## src/common/adio_pkg.sv

```systemverilog
// Function
// - axis ready low after power up
// - axis ready needs startup done, machine data
// - outputs forced low while cpu stopped; code forces them only when cmd_output_disable_fitted is also set
// - in position to status and pin
// - limits evaluated for any axis type
// - one parameter sets both limit polarities
// - limits act only while moving or following
// - limit trip brakes and aborts job
// - following mode trip only reports error
// - trip counts only toward moving direction
// - direction blocked until switch left opposite
// - precontact releases blocked direction, incremental variant
// - brake starts at software limit only
// - rising edge stops, falling edge starts
// - rising edge in job: error, end, brake
// - following mode stop edge restores control
// - input high holds checked job, waits
// - one held job; stop or start clears, CMD_OTHER refused
// - automatic mode waits at first statement
// - single statement mode waits after enter
// - raised after in position, waits falling edge
// - in position: setpoint at target, standstill
// - both outputs active high
`default_nettype none
package adio_pkg;
  localparam int unsigned SYS_CLK_HZ    = 25000000;
  localparam int unsigned SCAN_US       = 1000;
  localparam int unsigned SCAN_CYCLES   = SYS_CLK_HZ / 1000000 * SCAN_US;
  localparam int unsigned SCAN_W        = 15;
  localparam logic [3:0]  MODE_FOLLOW   = 4'h4;
  localparam logic [3:0]  MODE_AUTO     = 4'h8;
  localparam logic [3:0]  MODE_SINGLE   = 4'h9;
  localparam logic [2:0]  CMD_NONE      = 3'h0;
  localparam logic [2:0]  CMD_START     = 3'h1;
  localparam logic [2:0]  CMD_STOP      = 3'h2;
  localparam logic [2:0]  CMD_ENTER     = 3'h3;
  localparam logic [2:0]  CMD_OTHER     = 3'h4;
  localparam logic        POL_NC        = 1'b0;
  typedef enum logic [1:0] {ADIO_IDLE, ADIO_WAIT, ADIO_RUN} adio_state_t;
endpackage
`default_nettype wire

```

## src/design/adio_axis.sv

```systemverilog
`default_nettype none
module adio_axis
  import adio_pkg::*;
#(
  parameter int unsigned SCAN_CYC = SCAN_CYCLES
) (
  input  wire logic       sys_clk,
  input  wire logic       rst_n,
  input  wire logic       startup_ok,
  input  wire logic       machine_data_valid,
  input  wire logic       cpu_stopped,
  input  wire logic       cmd_output_disable_fitted,
  input  wire logic       limit_polarity,
  input  wire logic       travel_start_limit_input,
  input  wire logic       travel_end_limit_input,
  input  wire logic       precontact_input,
  input  wire logic       incremental_variant,
  input  wire logic       ext_start_stop_input,
  input  wire logic [3:0] mode,
  input  wire logic [2:0] cmd,
  input  wire logic       job_traversing,
  input  wire logic       job_valid,
  input  wire logic       motion_dir_pos,
  input  wire logic       motion_active,
  input  wire logic       setpoint_at_target,
  input  wire logic       in_standstill_window,
  input  wire logic       soft_limit_reached,
  output logic            axis_ready_output,
  output logic            in_position_output,
  output logic            in_position_status,
  output logic            job_execute,
  output logic            brake_max_decel,
  output logic            brake_soft,
  output logic            job_abort,
  output logic            program_abort,
  output logic            follow_mode_end,
  output logic            waiting_ext_start,
  output logic            err_limit_start,
  output logic            err_limit_end,
  output logic            err_ext_stop,
  output logic            err_inadmissible,
  output logic            block_neg_dir,
  output logic            block_pos_dir
);
  initial begin
    if (SCAN_CYC < 2 || SCAN_CYC >= (1 << SCAN_W)) $error("adio_axis: SCAN_CYC out of range");
  end

  // scan divider
  logic [SCAN_W-1:0] scan_cnt_q;
  logic              scan_tick;
  assign scan_tick = (scan_cnt_q == SCAN_W'(SCAN_CYC - 1));
  always_ff @(posedge sys_clk or negedge rst_n) begin
    if (!rst_n) scan_cnt_q <= '0;
    else if (scan_tick) scan_cnt_q <= '0;
    else scan_cnt_q <= scan_cnt_q + SCAN_W'(1);
  end

  // two-flop synchronisers for the four pins
  logic [3:0] sync1_q;
  logic [3:0] sync2_q;
  logic [3:0] samp_q;
  logic [3:0] prev_q;
  always_ff @(posedge sys_clk or negedge rst_n) begin
    if (!rst_n) begin
      sync1_q <= '0;
      sync2_q <= '0;
    end else begin
      sync1_q <= {precontact_input, ext_start_stop_input, travel_end_limit_input, travel_start_limit_input};
      sync2_q <= sync1_q;
    end
  end

  // once-per-scan samples
  always_ff @(posedge sys_clk or negedge rst_n) begin
    if (!rst_n) begin
      samp_q <= '0;
      prev_q <= '0;
    end else if (scan_tick) begin
      samp_q <= sync2_q;
      prev_q <= samp_q;
    end
  end

  logic sample_pulse_q;
  always_ff @(posedge sys_clk or negedge rst_n) begin
    if (!rst_n) sample_pulse_q <= 1'b0;
    else sample_pulse_q <= scan_tick;
  end

  // normally closed contact reads low when tripped
  function automatic logic tripped(input logic lvl, input logic pol);
    tripped = (pol == POL_NC) ? ~lvl : lvl;
  endfunction

  logic neg_lim;
  logic pos_lim;
  logic neg_lim_prev;
  logic pos_lim_prev;
  assign neg_lim      = tripped(samp_q[0], limit_polarity);
  assign pos_lim      = tripped(samp_q[1], limit_polarity);
  assign neg_lim_prev = tripped(prev_q[0], limit_polarity);
  assign pos_lim_prev = tripped(prev_q[1], limit_polarity);

  logic ss_rise;
  logic ss_fall;
  logic ss_level;
  logic pre_rise;
  assign ss_level = samp_q[2];
  assign ss_rise  = sample_pulse_q & samp_q[2] & ~prev_q[2];
  assign ss_fall  = sample_pulse_q & ~samp_q[2] & prev_q[2];
  assign pre_rise = sample_pulse_q & samp_q[3] & ~prev_q[3];

  logic following;
  assign following = (mode == MODE_FOLLOW);

  // limit evaluation independent of axis type
  logic lim_watch;
  logic trip_neg;
  logic trip_pos;
  assign lim_watch = motion_active | following;
  assign trip_neg  = sample_pulse_q & lim_watch & neg_lim & ~motion_dir_pos;
  assign trip_pos  = sample_pulse_q & lim_watch & pos_lim & motion_dir_pos;

  // direction blocking
  always_ff @(posedge sys_clk or negedge rst_n) begin
    if (!rst_n) begin
      block_neg_dir <= 1'b0;
      block_pos_dir <= 1'b0;
    end else begin
      if (trip_neg) block_neg_dir <= 1'b1;
      else if (sample_pulse_q && ((neg_lim_prev && !neg_lim && motion_dir_pos) || (pos_lim && !motion_dir_pos)))
        block_neg_dir <= 1'b0;
      else if (pre_rise && incremental_variant) block_neg_dir <= 1'b0;
      if (trip_pos) block_pos_dir <= 1'b1;
      else if (sample_pulse_q && ((pos_lim_prev && !pos_lim && !motion_dir_pos) || (neg_lim && motion_dir_pos)))
        block_pos_dir <= 1'b0;
      else if (pre_rise && incremental_variant) block_pos_dir <= 1'b0;
    end
  end

  // held job state machine
  adio_state_t state_q;
  logic        in_pos_d;
  logic        stop_armed_q;
  logic        ext_stop_evt;
  logic        lim_stop_evt;
  assign in_pos_d     = setpoint_at_target & in_standstill_window;
  assign ext_stop_evt = ss_rise & (state_q == ADIO_RUN) & motion_active & ~following;
  assign lim_stop_evt = (trip_neg | trip_pos) & ~following;

  always_ff @(posedge sys_clk or negedge rst_n) begin
    if (!rst_n) begin
      state_q          <= ADIO_IDLE;
      job_execute      <= 1'b0;
      waiting_ext_start <= 1'b0;
      err_inadmissible <= 1'b0;
      stop_armed_q     <= 1'b0;
    end else begin
      job_execute      <= 1'b0;
      err_inadmissible <= 1'b0;
      case (state_q)
        ADIO_IDLE: begin
          if (cmd == CMD_START && job_traversing && job_valid) begin
            if (ss_level) begin
              state_q           <= ADIO_WAIT;
              waiting_ext_start <= (mode != MODE_SINGLE);
            end else begin
              state_q     <= ADIO_RUN;
              job_execute <= 1'b1;
            end
          end
        end
        ADIO_WAIT: begin
          if (mode == MODE_SINGLE && cmd == CMD_ENTER) waiting_ext_start <= 1'b1;
          if (cmd == CMD_STOP) begin
            state_q           <= ADIO_IDLE;
            waiting_ext_start <= 1'b0;
          end else if (cmd == CMD_START) begin
            waiting_ext_start <= 1'b0;
            state_q           <= ADIO_IDLE;
          end else if (cmd == CMD_OTHER) begin
            err_inadmissible <= 1'b1;
          end else if (ss_fall && (waiting_ext_start || mode != MODE_SINGLE)) begin
            state_q           <= ADIO_RUN;
            waiting_ext_start <= 1'b0;
            job_execute       <= 1'b1;
          end
        end
        ADIO_RUN: begin
          if (ext_stop_evt || lim_stop_evt || cmd == CMD_STOP) state_q <= ADIO_IDLE;
          else if (mode == MODE_SINGLE && in_pos_d && ss_level) begin
            state_q      <= ADIO_WAIT;
            stop_armed_q <= 1'b1;
          end else if (in_pos_d && mode != MODE_AUTO && mode != MODE_SINGLE) state_q <= ADIO_IDLE;
        end
        default: state_q <= ADIO_IDLE;
      endcase
    end
  end

  // stop and error reporting; set wins over command clear
  always_ff @(posedge sys_clk or negedge rst_n) begin
    if (!rst_n) begin
      brake_max_decel <= 1'b0;
      brake_soft      <= 1'b0;
      job_abort       <= 1'b0;
      program_abort   <= 1'b0;
      follow_mode_end <= 1'b0;
      err_ext_stop    <= 1'b0;
      err_limit_start <= 1'b0;
      err_limit_end   <= 1'b0;
    end else begin
      brake_max_decel <= ext_stop_evt | lim_stop_evt;
      brake_soft      <= soft_limit_reached & motion_active;
      job_abort       <= ext_stop_evt | lim_stop_evt;
      program_abort   <= ext_stop_evt & (mode == MODE_AUTO || mode == MODE_SINGLE);
      follow_mode_end <= ss_rise & following;
      if (ext_stop_evt) err_ext_stop <= 1'b1;
      else if (cmd == CMD_START) err_ext_stop <= 1'b0;
      if (trip_neg) err_limit_start <= 1'b1;
      else if (cmd == CMD_START) err_limit_start <= 1'b0;
      if (trip_pos) err_limit_end <= 1'b1;
      else if (cmd == CMD_START) err_limit_end <= 1'b0;
    end
  end

  // digital outputs, active high, cleared while cpu stopped and cmd_output_disable_fitted set
  logic outs_off;
  assign outs_off = cpu_stopped & cmd_output_disable_fitted;
  always_ff @(posedge sys_clk or negedge rst_n) begin
    if (!rst_n) begin
      axis_ready_output  <= 1'b0;
      in_position_output <= 1'b0;
      in_position_status <= 1'b0;
    end else begin
      axis_ready_output  <= startup_ok & machine_data_valid & ~outs_off;
      in_position_output <= in_pos_d & ~outs_off;
      in_position_status <= in_pos_d;
    end
  end
endmodule // adio_axis
`default_nettype wire

```

## config.mk

```make
export PLATFORM = sky130hd
export DESIGN_NAME = adio_axis
export DESIGN_NICKNAME = d
export VERILOG_FILES = /design/src/common/adio_pkg.sv /design/src/design/adio_axis.sv
export SDC_FILE = /design/constraint.sdc
export NUM_CORES = 1
export LEC_CHECK = 0
export BUFFER_PORTS_ARGS = -buffer_cell sky130_fd_sc_hd__clkbuf_2
export CORE_UTILIZATION = 50
export CTS_CLUSTER_DIAMETER = 30
export DETAILED_ROUTE_END_ITERATION = 6
export GPL_TIMING_DRIVEN = 1
export PLACE_DENSITY = 0.74
export SLEW_MARGIN = 10
export SYNTH_ARGS = -nofsm -noshare
export SYNTH_HDL_FRONTEND = slang
export SYNTH_SLANG_ARGS = --single-unit
export TNS_END_PERCENT = 50
```

## constraint.sdc

```tcl
create_clock -name sys_clk -period 2.51 [get_ports sys_clk]
set_clock_uncertainty 0.2 [all_clocks]
set_input_delay 0 -clock sys_clk [delete_from_list [all_inputs] [get_ports sys_clk]]
set_output_delay 0 -clock sys_clk [all_outputs]
set_load 0.005 [all_outputs]
```

==> flow_metrics.py <==
metrics = {
    "run_status": {
        "outcome": "finished clean",
    },
    "cells_and_area": {
        "fin_nets": 311,
        "drive_gt1_frac": 0.211,
        "seqCellArea_um2": 1230,
        "nFillCells": 309,
        "num_antenna_cells": 0,
        "syn_to_final_growth_pct": 30.3,
        "multi_input_area_um2": 868,
    },
    "detailed_routing": {
        "drc": 0,
        "final_antenna_net_count": 0,
        "route.vias.total": 1768,
        "drt_iter0_drc": 134,
        "wl_per_cell_um": 12.9,
        "finalWirelength_um": 4310,
        "viasPerCell": 5.28,
        "dr.pass1.iters": 4,
    },
    "yosys": {
        "synthAdderAreaFrac": 0.00576,
        "synth_top_family_by_area": "simple AND/OR/NAND/NOR gates",
        "synth-seq-cells": 49,
        "synth_mux_area_frac": 0,
        "yosys.area_share.simple": 0.256,
        "synth_xor_area_frac": 0.0604,
        "ys.flop_type": "dfrtp_1",
        "synth_nets": 235,
        "synth_compound_area_frac": 0.0771,
        "synth_cells": 208,
        "ys_async_sr_fraction": 1.00,
        "synth_warnings": 0,
        "synth_area_um2": 2170,
        "ys_types": 43,
        "avgSynthCellArea_um2": 10.4,
        "synth_seq_area_share": 0.564,
        "synth_edf_count": 0,
    },
    "die": {
        "dieArea_um2": 4610,
        "die_y_um": 67.9,
        "core-area_um2": 4090,
        "die_w_um": 67.9,
        "pin_count": 42,
        "fp-row-count": 23,
        "start_util": 0.532,
    },
    "clock_network": {
        "cts.clk_slew.worst_paths_ns": 0.09,
        "cts_hold_buf": 30,
        "cts_tree": "yes",
        "htreeDepth": 2,
        "cts_inserted_buffers": 5,
        "cts_setup_buffers": 0,
        "cts_root_buffer": "clkbuf_8",
        "clkSinkCount": 49,
        "clockBufferDepth": 2,
        "clock_latency_ns": 0.30,
        "post_cts_resized": 0,
    },
    "power_and_ir_drop": {
        "vdd_drop_max_v": 0.000423,
        "powerDensity_nw_per_um2": 593,
        "p_leak_nw": 1.42,
    },
    "critical_path": {
        "reg2reg_from": "scan_cnt_q[3]",
        "cp-startpoint": "mode[3]",
        "cp.required_ns": 2.51,
        "slowest_stage": "dlygate4sd3_1",
        "r2r_slack_ns": 0.41,
        "cp-start-kind": "input port",
        "cpPeakStageDelay_ns": 0.62,
        "rr_worst_depth": 6,
        "crit_top_cell": "dlygate4sd3_1",
        "worst_r2r_endpoint": "scan_cnt_q[14]",
        "crit_type": "input port to register",
        "crit_arrival_ns": 2.23,
        "cp-end-kind": "register",
        "cp_cell_sequence": "dlygate4sd3_1 > clkbuf_2 > nor4b_4 > dlygate4sd3_1 > o21ai_0 > dlygate4sd3_1",
        "crit_fanout": 4,
        "cp-endpoint": "err_ext_stop",
    },
    "sta": {
        "setup_viol": 0,
        "fmax_mhz": 448,
        "relSlewSlack": 0.522,
        "post-route-min-period_ns": 2.23,
        "rsz0062_at_grt": "false",
        "setup_slack_ns": 0.276,
        "final-max-slew-violation-count": 0,
        "final.period_utilization": 0.890,
        "tightest_slew_ns": 0.716,
        "hold_viol_final": 0,
        "finalSetupTns_ns": 0,
    },
    "grt": {
        "grt_max_degree": 30,
        "grt_overflow": 0,
        "grtUsageTotal": 0.208,
        "grt_pass1_wl_um": 7090,
        "antenna_found_initial": 0,
        "grt_pass1_vias": 1603,
    },
    "place": {
        "port_buffers": 41,
        "dp_hpwl_um": 2950,
        "pre_cts_slack_ns": 0.417,
        "place.gp.congestion": 0.878,
    },
    "worst_hold_path": {
        "hold_class": "input port to register",
    },
    "flow_run": {
        "cap_violations": 0,
    },
}
## cell families (layout without fill, tap and decap cells)
logic type                 count (synthesis)  count (layout)
and+or+nand+nor                          105             105
adders and majority gates                  1               1
xor gates and xnor gates                  15              15
DFF                                       49              49
AOI/OAI and AO/OA                         26              26
buffers and inverters                     12              89
## power breakdown
part / internal [mW] / switching [mW] / total [mW]
Combinational: 0.121 / 0.116 / 0.237
Sequential: 0.822 / 0.0409 / 0.863
Clock: 0.304 / 0.276 / 0.580
Total: 1.25 / 0.433 / 1.68
## sequential cells by signal, indices dropped and copies added, names as in the netlist, 2 cells and up
signal	flops
samp_q	4
scan_cnt_q	15
prev_q	4
sync2_q	4
state_q	2
sync1_q	4
## cell type report
type,count,share of cell area
Tap cell,50,0.0221
Clock inverter,3,0.0168
Multi-Input combinational cell,147,0.307
Sequential cell,49,0.433
Inverter,7,0.0110
Clock buffer,5,0.0243
Timing Repair Buffer,74,0.186
## worst max-delay path: cells and delay by family
| kind | cells | cell delay, ns |
|---|---|---|
| buffers and inverters | 4 | 1.83 |
| AOI/OAI and AO/OA | 1 | 0.09 |
| and+or+nand+nor | 1 | 0.29 |
## worst min path at each step
stage / to / depth (start not counted) / slack [ns] / from
2_1_floorplan: axis_ready_output / 0 / -0.50 / rst_n
3_3_place_gp: scan_cnt_q[12] / 1 / -0.10 / rst_n
3_5_place_dp: scan_cnt_q[10] / 1 / -0.10 / rst_n
4_1_cts: waiting_ext_start / 4 / 0.03 / mode[0]
5_1_grt: err_limit_start / 4 / 0.07 / mode[1]
6_report: job_abort / 3 / 0.04 / mode[1]
## metal layers
metal | wire [um] | GRT usage | up-vias
li1 | - | - | 871
met2 | 1930 | 0.324 | 64
met1 | 2030 | 0.289 | 828
met4 | 53 | 0.0547 | 0
met5 | 0 | 0 | -
met3 | 293 | 0.0500 | 5
## synthesized netlist by cell type (4+ instances only)
master,n,area [um^2]
dfrtp_1,49,1230
nand2_1,44,165
nor2_1,11,41.3
nand3_1,8,40.0
xnor2_1,8,70.1
o21ai_0,7,35.0
xor2_1,7,61.3
a21oi_1,6,30.0
inv_1,6,22.5
nand4_1,5,31.3
nor2b_1,5,31.3
a31oi_1,4,25.0
and3_1,4,25.0
nor3_1,4,20.0
## through the flow
step | power [mW] | area, um^2 | hold WS, ns | std cells | util
after CTS | 1.69 | 2830 | 0.0338 | 335 | 0.693
after global routing | 1.76 | 2830 | 0.0722 | 335 | 0.693
final | 1.68 | 2830 | 0.0429 | 335 | 0.693
after detailed placement | 1.08 | 2420 | -0.103 | 297 | 0.591
after global placement | 1.07 | 2420 | -0.105 | 297 | 0.591
after floorplan | 0.986 | 2170 | -0.496 | 208 | -
## layout by cell type (no fill, tap or decap), types with 2 or more instances in the layout
cell / count
nor3b_1: 2
a31oi_1: 4
clkbuf_2: 41
nand2_1: 44
nor3_1: 4
or2_2: 2
a311oi_1: 2
nor2b_1: 5
nand3b_1: 3
inv_6: 2
o2111ai_1: 2
nor2_1: 11
a21oi_1: 6
dfrtp_1: 49
o21ai_0: 7
and2_1: 3
clkbuf_8: 5
nand3_1: 8
or3b_2: 2
xor2_1: 7
buf_4: 3
or3_1: 3
and3_1: 4
nand4_1: 5
inv_1: 6
xnor2_1: 8
dlygate4sd3_1: 30
Note: power is estimated with default switching activity, not from simulation.
